## src/hw/pfa_pkg.sv

```systemverilog
// package: constants and types for the parallel flash access port host controller
package pfa_pkg;
  localparam int ADDR_W = 21;
  localparam int DATA_W = 16;
  localparam logic [1:0] DENS_16M = 2'h0;
  localparam logic [1:0] DENS_8M  = 2'h1;
  localparam logic [1:0] DENS_4M  = 2'h2;
  localparam logic [1:0] DENS_32M = 2'h3;
  localparam int CLK_PERIOD_NS = 4;
  localparam int SETUP_NS   = 20;
  localparam int STROBE_NS  = 60;
  localparam int HOLD_NS    = 20;
  localparam int RESET_NS   = 100;
  localparam int SETUP_CYC  = (SETUP_NS + CLK_PERIOD_NS - 1) / CLK_PERIOD_NS;
  localparam int STROBE_CYC = (STROBE_NS + CLK_PERIOD_NS - 1) / CLK_PERIOD_NS;
  localparam int HOLD_CYC   = (HOLD_NS + CLK_PERIOD_NS - 1) / CLK_PERIOD_NS;
  localparam int RESET_CYC  = (RESET_NS + CLK_PERIOD_NS - 1) / CLK_PERIOD_NS;
  localparam int CNT_W = 8;
  typedef enum logic [5:0] {
    ST_IDLE   = 6'h01,
    ST_RESET  = 6'h02,
    ST_SETUP  = 6'h04,
    ST_STROBE = 6'h08,
    ST_HOLD   = 6'h10,
    ST_DONE   = 6'h20
  } pfa_state_t;
endpackage : pfa_pkg

```

## src/hw/pfa_sync.sv

```systemverilog
// two-flop synchroniser for pin inputs
`timescale 1ns/10ps
module pfa_sync #(
  parameter int W = 1
) (
  input  wire logic         clk,
  input  wire logic         rst,
  input  wire logic [W-1:0] d,
  output logic      [W-1:0] q
);
  logic [W-1:0] meta;
  logic [W-1:0] next_meta;
  logic [W-1:0] next_q;
  always_comb begin
    next_meta = d;
    next_q    = meta;
  end
  always_ff @(posedge clk or posedge rst) begin
    if (rst) begin
      meta <= '0;
      q    <= '0;
    end else begin
      meta <= next_meta;
      q    <= next_q;
    end
  end
endmodule : pfa_sync

```

## src/hw/pfa_host.sv

```systemverilog
// host-side controller driving the flash access port pins
`timescale 1ns/10ps
module pfa_host
  import pfa_pkg::*;
(
  input  wire logic              clk,
  input  wire logic              rst,
  input  wire logic              port_enable,
  input  wire logic              bus_released,
  input  wire logic [1:0]        density,
  input  wire logic              req_valid,
  input  wire logic              req_write,
  input  wire logic              req_reset,
  input  wire logic [ADDR_W-1:0] req_addr,
  input  wire logic [DATA_W-1:0] req_wdata,
  output logic                   req_ready,
  output logic                   rsp_valid,
  output logic [DATA_W-1:0]      rsp_rdata,
  output logic [ADDR_W-1:0]      flash_addr,
  output logic                   flash_addr_oe,
  input  wire logic [DATA_W-1:0] flash_dq_in,
  output logic [DATA_W-1:0]      flash_dq_out,
  output logic                   flash_dq_oe,
  output logic                   flash_cs_n,
  output logic                   flash_cs_n_oe,
  output logic                   flash_rd_n,
  output logic                   flash_rd_n_oe,
  output logic                   flash_wr_n,
  output logic                   flash_wr_n_oe,
  output logic                   flash_reset_n,
  output logic                   flash_reset_n_oe
);
  ////////////////////////////////////////////////////////////////////////////
  // pin input synchronisers
  logic [DATA_W-1:0] dq_sync;
  logic              released_sync;
  pfa_sync #(.W(DATA_W)) u_dq_sync (
    .clk (clk),
    .rst (rst),
    .d   (flash_dq_in),
    .q   (dq_sync)
  );
  pfa_sync #(.W(1)) u_rel_sync (
    .clk (clk),
    .rst (rst),
    .d   (bus_released),
    .q   (released_sync)
  );

  ////////////////////////////////////////////////////////////////////////////
  // address mask for density
  logic [ADDR_W-1:0] addr_mask;
  always_comb begin
    addr_mask = '1;
    case (density)
      DENS_16M: addr_mask[20]    = 1'b0;
      DENS_8M:  addr_mask[20:19] = 2'h0;
      DENS_4M:  addr_mask[20:18] = 3'h0;
      default:  addr_mask        = '1;
    endcase
  end

  ////////////////////////////////////////////////////////////////////////////
  // access sequencer
  pfa_state_t        state, next_state;
  logic [CNT_W-1:0]  cnt, next_cnt;
  logic              wr_op, next_wr_op;
  logic [ADDR_W-1:0] next_flash_addr;
  logic [DATA_W-1:0] next_flash_dq_out;
  logic              next_addr_oe, next_dq_oe, next_ctl_oe;
  logic              next_cs_n, next_rd_n, next_wr_n;
  logic              next_reset_n, next_reset_n_oe;
  logic              next_req_ready, next_rsp_valid;
  logic [DATA_W-1:0] next_rsp_rdata;
  logic              can_start;

  // owning the bus without release would fight the internal controller
  assign can_start = port_enable & released_sync;

  always_comb begin
    next_state        = state;
    next_cnt          = cnt;
    next_wr_op        = wr_op;
    next_flash_addr   = flash_addr;
    next_flash_dq_out = flash_dq_out;
    next_addr_oe      = flash_addr_oe;
    next_dq_oe        = flash_dq_oe;
    next_ctl_oe       = flash_cs_n_oe;
    next_cs_n         = flash_cs_n;
    next_rd_n         = flash_rd_n;
    next_wr_n         = flash_wr_n;
    next_reset_n      = flash_reset_n;
    next_reset_n_oe   = flash_reset_n_oe;
    next_req_ready    = 1'b0;
    next_rsp_valid    = 1'b0;
    next_rsp_rdata    = rsp_rdata;
    case (state)
      ST_IDLE: begin
        next_cs_n  = 1'b1;
        next_rd_n  = 1'b1;
        next_wr_n  = 1'b1;
        next_dq_oe = 1'b0;
        next_reset_n_oe = 1'b0;
        next_ctl_oe     = 1'b0;
        next_addr_oe    = 1'b0;
        next_req_ready  = can_start & ~req_valid;
        if (can_start && req_valid && req_ready) begin
          next_ctl_oe     = 1'b1;
          next_addr_oe    = 1'b1;
          next_reset_n_oe = 1'b1;
          next_reset_n    = 1'b1;
          next_req_ready  = 1'b0;
          if (req_reset) begin
            next_reset_n = 1'b0;
            next_cnt     = CNT_W'(RESET_CYC - 1);
            next_state   = ST_RESET;
          end else begin
            next_wr_op      = req_write;
            next_flash_addr = req_addr & addr_mask;
            next_flash_dq_out = req_wdata;
            next_dq_oe      = req_write;
            next_cs_n       = 1'b0;
            next_cnt        = CNT_W'(SETUP_CYC - 1);
            next_state      = ST_SETUP;
          end
        end
      end
      ST_RESET: begin
        if (cnt == '0) begin
          next_reset_n   = 1'b1;
          next_rsp_valid = 1'b1;
          next_state     = ST_DONE;
        end else begin
          next_cnt = cnt - 1'b1;
        end
      end
      ST_SETUP: begin
        if (cnt == '0) begin
          next_rd_n  = wr_op;
          next_wr_n  = ~wr_op;
          next_cnt   = CNT_W'(STROBE_CYC - 1);
          next_state = ST_STROBE;
        end else begin
          next_cnt = cnt - 1'b1;
        end
      end
      ST_STROBE: begin
        if (cnt == '0) begin
          // read data sampled late; sync delay covered by strobe length
          if (!wr_op) begin
            next_rsp_rdata = dq_sync;
          end
          next_rd_n  = 1'b1;
          next_wr_n  = 1'b1;
          next_cnt   = CNT_W'(HOLD_CYC - 1);
          next_state = ST_HOLD;
        end else begin
          next_cnt = cnt - 1'b1;
        end
      end
      ST_HOLD: begin
        // select and data held past the rising strobe edge
        if (cnt == '0) begin
          next_cs_n      = 1'b1;
          next_dq_oe     = 1'b0;
          next_rsp_valid = 1'b1;
          next_state     = ST_DONE;
        end else begin
          next_cnt = cnt - 1'b1;
        end
      end
      ST_DONE: begin
        // release pins here so a level change of density never meets a driven address
        next_addr_oe    = 1'b0;
        next_ctl_oe     = 1'b0;
        next_reset_n_oe = 1'b0;
        next_state      = ST_IDLE;
      end
      default: begin
        next_state = ST_IDLE;
      end
    endcase
  end

  always_ff @(posedge clk or posedge rst) begin
    if (rst) begin
      state            <= ST_IDLE;
      cnt              <= '0;
      wr_op            <= 1'b0;
      flash_addr       <= '0;
      flash_dq_out     <= '0;
      flash_addr_oe    <= 1'b0;
      flash_dq_oe      <= 1'b0;
      flash_cs_n_oe    <= 1'b0;
      flash_cs_n       <= 1'b1;
      flash_rd_n       <= 1'b1;
      flash_wr_n       <= 1'b1;
      flash_reset_n    <= 1'b1;
      flash_reset_n_oe <= 1'b0;
      req_ready        <= 1'b0;
      rsp_valid        <= 1'b0;
      rsp_rdata        <= '0;
    end else begin
      state            <= next_state;
      cnt              <= next_cnt;
      wr_op            <= next_wr_op;
      flash_addr       <= next_flash_addr;
      flash_dq_out     <= next_flash_dq_out;
      flash_addr_oe    <= next_addr_oe;
      flash_dq_oe      <= next_dq_oe;
      flash_cs_n_oe    <= next_ctl_oe;
      flash_cs_n       <= next_cs_n;
      flash_rd_n       <= next_rd_n;
      flash_wr_n       <= next_wr_n;
      flash_reset_n    <= next_reset_n;
      flash_reset_n_oe <= next_reset_n_oe;
      req_ready        <= next_req_ready;
      rsp_valid        <= next_rsp_valid;
      rsp_rdata        <= next_rsp_rdata;
    end
  end

  assign flash_rd_n_oe = flash_cs_n_oe;
  assign flash_wr_n_oe = flash_cs_n_oe;
endmodule : pfa_host

```

## config.mk

```make
export PLATFORM = sky130hd
export DESIGN_NAME = pfa_host
export DESIGN_NICKNAME = d
export VERILOG_FILES = /design/src/hw/pfa_pkg.sv /design/src/hw/pfa_sync.sv /design/src/hw/pfa_host.sv
export SDC_FILE = /design/constraint.sdc
export NUM_CORES = 1
export LEC_CHECK = 0
export ABC_AREA = 1
export BUFFER_PORTS_ARGS = -buffer_cell sky130_fd_sc_hd__buf_4
export CAP_MARGIN = 40
export CORE_MARGIN = 1.5
export CORE_UTILIZATION = 50
export DETAILED_ROUTE_END_ITERATION = 8
export HOLD_SLACK_MARGIN = 0.06
export PLACE_DENSITY_LB_ADDON = 0.08
export SLEW_MARGIN = 20
export SYNTH_ARGS = -nofsm -noshare
export SYNTH_HDL_FRONTEND = slang
export SYNTH_SLANG_ARGS = --single-unit
```

## constraint.sdc

```tcl
create_clock -name clk -period 6.7 [get_ports clk]
set_input_delay 0.67 -clock clk [delete_from_list [all_inputs] [get_ports clk]]
set_output_delay 0.67 -clock clk [all_outputs]
set_load 0.01 [all_outputs]
```

==> results of run 1 <==
==> worst max-delay path, cell delays in order (launching register included) <==
cell and delay [ps]:
dfstp_2 560, nand2_1 130, nor2_8 210, nand3_4 420, clkinv_2 540, nand2_1 130, nand2_1 80
==> cell type report <==
| type | instances | area, µm² | area share |
|---|---|---|---|
| sequential | 110 | 2760 | 0.500 |
| multi-input combinational | 277 | 1280 | 0.231 |
| timing repair buffer | 128 | 981 | 0.178 |
| inverter | 47 | 180 | 0.0327 |
| tap | 105 | 131 | 0.0238 |
| clock buffer | 9 | 124 | 0.0225 |
| clock inverter | 7 | 63.8 | 0.0116 |
==> cells in the mapped netlist, types with 2 or more instances <==
cell type    n
dfstp_2      5
dfrtp_1    105
nor2_1      20
o21ai_0     15
buf_4        4
ha_1         3
xor2_1       4
buf_6        3
o21ai_1     17
clkbuf_1     2
nand3_1     10
inv_2        2
buf_2        5
inv_1       44
nand2_1    178
nor2_2       4
nand3_2      2
nand4_1      5
a21oi_1      2
nand2_2      3
nor2_4       2
o21ai_2      2
==> metrics by stage <==
stage	instance area (µm²)	power, mW	worst slack (ps)
floorplan	4310	1.11	3140
global placement	5300	1.27	4400
detailed placement	5300	1.28	4300
CTS	5490	1.66	4490
global route	5520	1.76	4300
finish	5520	1.65	4560
==> state kept, by name, indices dropped and copies added (netlist names), 6 cells and up <==
signal          count
flash_addr         21
flash_dq_out       16
rsp_rdata          16
u_dq_sync.meta     16
u_dq_sync.q        16
cnt                 8
state               6
==> report_power, final <==
| part | internal [mW] | total (mW) | switching, mW |
|---|---|---|---|
| logic | 0.196 | 0.470 | 0.274 |
| registers | 0.749 | 0.805 | 0.0558 |
| clock network | 0.142 | 0.375 | 0.233 |
==> cell families (layout without fill, tap and decap cells) <==
group,Yosys count,after routing,share of synthesized area
AND/OR/NAND/NOR,229,229,0.224
adder cells (fa/ha/maj),3,3,0.00871
AO/OA/AOI/OAI,41,41,0.0549
XOR/XNOR,4,4,0.00813
buffers and inverters,61,191,0.0636
flip-flops,110,110,0.640
==> routing by layer <==
layer  share of wire  GRT usage  vias up
met5               0          0        -
li1                -          -     1619
met2            0.49      0.346       92
met3           0.074     0.0687       12
met4           0.016     0.0772        0
met1            0.42      0.261     1550
==> how the worst max path moves through the flow <==
stage                 from          endpoint  slack [ps]  depth (start not counted)
6_report          state[0]  flash_dq_out[13]        4560                          6
5_1_grt           state[2]   flash_dq_out[4]        4300                          7
4_1_cts           state[0]  flash_dq_out[13]        4490                          6
3_5_place_dp   port_enable  flash_dq_out[13]        4300                          7
3_3_place_gp   port_enable   flash_dq_out[6]        4400                          7
2_1_floorplan          rst            cnt[0]        3140                          1
==> metrics.md, run 1 <==
| Metric | Value |
|---|---|
| Full die area | `9180 µm²` |
| Final core occ | `0.665` |
| Crit-path max FO | `45` |
| Max Cap Violations | `0` |
| Tcrit/Tclk final | `0.320` |
| Synth-to-Final Area Change | `28.0%` |
| Initial core utilization | `0.519` |
| Cells after Synth | `448` |
| CTS root buf | `clkbuf_8` |
| Setup_tns | `0 ps` |
| Fmax | `466 MHz` |
| Count of cell types in the netlist | `33` |
| Worst-Skew Late Latency | `370 ps` |
| Ports | `127` |
| Main synth FF type | `dfrtp_1` |
| Reg2Reg Launch Point | `state[0]` |
| Max Slew Vio Count | `0` |
| Synth async-reset ratio | `1.00` |
| Req. time, crit path | `7010 ps` |
| R2R cell count | `6` |
| Placed cells | `666` |
| CTS tree | `yes` |
| Final ANT Viol Nets | `0` |
| Buffers on Ports | `126` |
| Crit path DAT | `2460 ps` |
| Vias | `3273` |
| Filler cells | `702` |
| Crit start category | `flip-flop` |
| Worst Skew | `14.4 ps` |
| R2R setup slack | `4560 ps` |
| Seq cells post-synth | `110` |
| Row Count | `33` |
| Fin. Hold Viols | `0` |
| Post-synth top area share | `0.610` |
| Routed WL | `9.08 mm` |
| Post-DP HPWL | `6.51 mm` |
| Period minus WS final | `2140 ps` |
| Register area share after synthesis | `0.640` |
| Outcome | `completed` |
| Post-route insts no fill | `683` |
| Initial antenna violation count | `0` |
| Post-Synthesis Cell Area | `4310 µm²` |
| Post-cts gate resize count | `0` |
| Share of layout cells above drive strength 1 | `0.294` |
| Final setup viols | `0` |
| First-pass GRT wire length | `14.6 mm` |
| GRT overflow | `0` |
| Vias in the first global route | `3193` |
| Total global routing track utilization | `0.211` |
| Area contributors post-synth | `dfrtp_1 61%, nand2_1 16%, inv_1 3.8%, dfstp_2 3.0%, o21ai_1 2.0%` |
| Maximum clock insertion buffer count | `2` |
| Pwr dens | `299 nW/µm²` |
| Setup Buffers After CTS | `0` |
| Reg2reg end | `flash_dq_out[13]` |
| Largest net degree at the start of global routing | `67` |
| Vias per Instance | `4.79` |
| YS warnings | `0` |
| Syn_nets | `513` |
| CP endpoint kind | `flip-flop` |
| Slew of the pin with the lowest slew margin | `567 ps` |
| Synth Area per Inst | `9.62 µm²` |
| Commonest non-fill, non-tap cells in the layout | `178 x nand2_1, 127 x buf_4, 105 x dfrtp_1` |
| Inserted Diodes | `0` |
| Post-synth EDFFs | `0` |
| Die H | `95.8 µm` |
| Synth area leader | `dfrtp_1` |
| WS Path Type | `reg2reg` |
| Tightest hold margin | `338 ps` |
| Initial DRC count | `163` |
| Peak supply drop | `0.125 mV` |
| DRT Pass-1 Iters | `5` |
| Hold Crit Class | `in2async` |
| CTS Buf Count | `9` |
| Hold-fix buffers at CTS | `0` |
| Gpl congestion | `0.878` |
| P_leak | `3.03 nW` |
| WL/cell | `13.3 µm` |
| Relative slew slack | `0.622` |
| # DRC | `0` |
| Nets@finish | `638` |
| H-tree Lvls | `3` |
| Die width | `95.8 µm` |
| Clk slew on worst S/H paths | `110 ps` |
| Area of the core | `8300 µm²` |
| Most common cell after layout, fill and taps aside | `nand2_1` |
| Clock sink count | `110` |
| Unrepaired setup endpoints after global routing | `no` |
Note: power is estimated with default switching activity, not from simulation.
==> run 2: changes to the inputs <==
--- a/config.mk
+++ b/config.mk
@@ -9,7 +9,7 @@
 export BUFFER_PORTS_ARGS = -buffer_cell sky130_fd_sc_hd__buf_4
 export CAP_MARGIN = 40
 export CORE_MARGIN = 1.5
-export CORE_UTILIZATION = 50
+export CORE_UTILIZATION = 46
 export DETAILED_ROUTE_END_ITERATION = 8
 export HOLD_SLACK_MARGIN = 0.06
 export PLACE_DENSITY_LB_ADDON = 0.08
==> constraint.sdc (replaced) <==
create_clock -name clk -period 1.95 [get_ports clk]
set_input_delay 0.195 -clock clk [delete_from_list [all_inputs] [get_ports clk]]
set_output_delay 0.195 -clock clk [all_outputs]
set_load 0.01 [all_outputs]
==> run 2 against run 1 <==
Against the previous run:
- total power increased to 3.5 times the previous value
- register-to-register slack got worse by 4300 ps
- die area increased by 8.4%
- final cell count increased by 9.1%
- critical path type unchanged
- largest power group unchanged
- highest routed layer unchanged
==> metrics.md, run 2 (synthesis gave the netlist of run 1 again) <==
| Metric | Value |
|---|---|
| Max Cap Violations | `0` |
| GRT overflow | `0` |
| Crit-path max FO | `33` |
| Fmax | `578 MHz` |
| Pwr dens | `956 nW/µm²` |
| Clock power share | `0.234` |
| Max FFs per register | `21` |
| Inserted Diodes | `0` |
| CTS tree | `yes` |
| Reg2Reg Launch Point | `state[2]` |
| Gpl congestion | `0.890` |
| Sequential Power Share | `0.474` |
| Initial core utilization | `0.471` |
| Placed Area | `5370 µm²` |
| Commonest non-fill, non-tap cells in the layout | `178 x nand2_1, 127 x buf_4, 105 x dfrtp_1` |
| Worst-Skew Late Latency | `380 ps` |
| Clock sink count | `110` |
| Synth-to-Final Area Change | `41.8%` |
| WL/cell | `13.3 µm` |
| Gate power share | `0.292` |
| CTS Buf Count | `9` |
| Largest reg by FF count | `flash_addr` |
| Sw frac | `0.344` |
| Nets@finish | `694` |
| Share of layout cells above drive strength 1 | `0.271` |
| Max Slew Vio Count | `0` |
| Final ANT Viol Nets | `0` |
| First-pass GRT wire length | `16.8 mm` |
| WS Path Type | `reg2reg` |
| DRT Pass-1 Iters | `4` |
| Ports | `127` |
| Unrepaired setup endpoints after global routing | `no` |
| Buffers on Ports | `126` |
| Full die area | `9960 µm²` |
| Post-route insts no fill | `745` |
| Vias per Instance | `4.70` |
| Vias in the first global route | `3590` |
| Initial DRC count | `139` |
| Outcome | `completed` |
| Final setup viols | `0` |
| Die H | `99.8 µm` |
| Tcrit/Tclk final | `0.887` |
| Relative slew slack | `0.672` |
| Final Power | `5.84 mW` |
| Clk slew on worst S/H paths | `120 ps` |
| Worst Skew | `18.5 ps` |
| Slew of the pin with the lowest slew margin | `487 ps` |
| # DRC | `0` |
| Crit path DAT | `2020 ps` |
| Period minus WS final | `1730 ps` |
| Hold Crit Class | `in2reg` |
| CP endpoint kind | `flip-flop` |
| Internal power | `3.83 mW` |
| Most common cell after layout, fill and taps aside | `nand2_1` |
| Req. time, crit path | `2240 ps` |
| Tightest hold margin | `79.7 ps` |
| Largest net degree at the start of global routing | `58` |
| Routed WL | `9.93 mm` |
| Vias | `3501` |
| Total global routing track utilization | `0.216` |
| Final instance area | `6110 µm²` |
| CP Launch Point | `state[2]` |
| Psw | `2.01 mW` |
| Row Count | `35` |
| CTS root buf | `clkbuf_8` |
| Die width | `99.8 µm` |
| Post-DP HPWL | `6.48 mm` |
| H-tree Lvls | `3` |
| Fin. Hold Viols | `0` |
| Setup_tns | `0 ps` |
| Peak supply drop | `0.431 mV` |
| P_leak | `3.27 nW` |
| Crit start category | `flip-flop` |
| Area of the core | `9150 µm²` |
| Maximum clock insertion buffer count | `2` |
| Placed cells | `675` |
| Hold path startpoint | `req_reset` |
| Initial antenna violation count | `0` |
## run 2: metal layers
| metal | track usage | vias up | part of all wire |
|---|---|---|---|
| met1 | 0.266 | 1642 | 0.43 |
| met2 | 0.365 | 106 | 0.50 |
| met4 | 0.0943 | 0 | 0.024 |
| met3 | 0.0515 | 19 | 0.054 |
| li1 | - | 1734 | - |
| met5 | 0 | - | 0 |
## run 2: worst paths after layout
path / endpoint / slack (ps) / cells after the start
setup / recovery: flash_addr[18] / 220 / 6
hold / removal: flash_reset_n / 80 / 4
setup reg to reg: flash_addr[18] / 220 / 6
hold reg to reg: u_dq_sync.q[1] / 360 / 0
max in group asynchronous: flash_cs_n / 860 / 4
min in group asynchronous: flash_addr[7] / 390 / 3
## run 2: critical path, cell delays in order (launching register included)
cell and delay, ps:
dfrtp_1 420, nor2_2 200, nand2_2 120, nor2_8 160
nand3_4 180, buf_4 300, o31ai_1 240
## run 2: layout make-up
cell class	instances	area, µm²
sequential	110	2760
fill	720	3040
inverter	47	183
clock buffer	9	124
multi-input combinational	277	1280
tap	111	139
timing repair buffer	184	1550
clock inverter	7	75.1
## run 2: what timing repair did
item                                    CTS  global route
gates resized for setup                   0             1
endpoints found under the setup margin    0             1
hold buffers                             54             0
buffers inserted                          0             0
hold endpoints to repair                 72             0
## run 2: power groups by stage
stage | logic [mW] | registers [mW] | clock network [mW]
2_1_floorplan | 0.959 | 2.85 | 0
3_3_place_gp | 1.60 | 2.80 | 0
3_5_place_dp | 1.62 | 2.80 | 0
4_1_cts | 1.71 | 2.77 | 1.40
5_1_grt | 1.92 | 2.80 | 1.49
6_report | 1.71 | 2.77 | 1.37
## run 2: per-stage QoR
step | worst slack [ps] | util
2_1_floorplan | 430 | -
3_3_place_gp | 311 | 0.587
3_5_place_dp | 235 | 0.587
4_1_cts | 211 | 0.667
5_1_grt | 63.1 | 0.668
6_report | 221 | 0.668
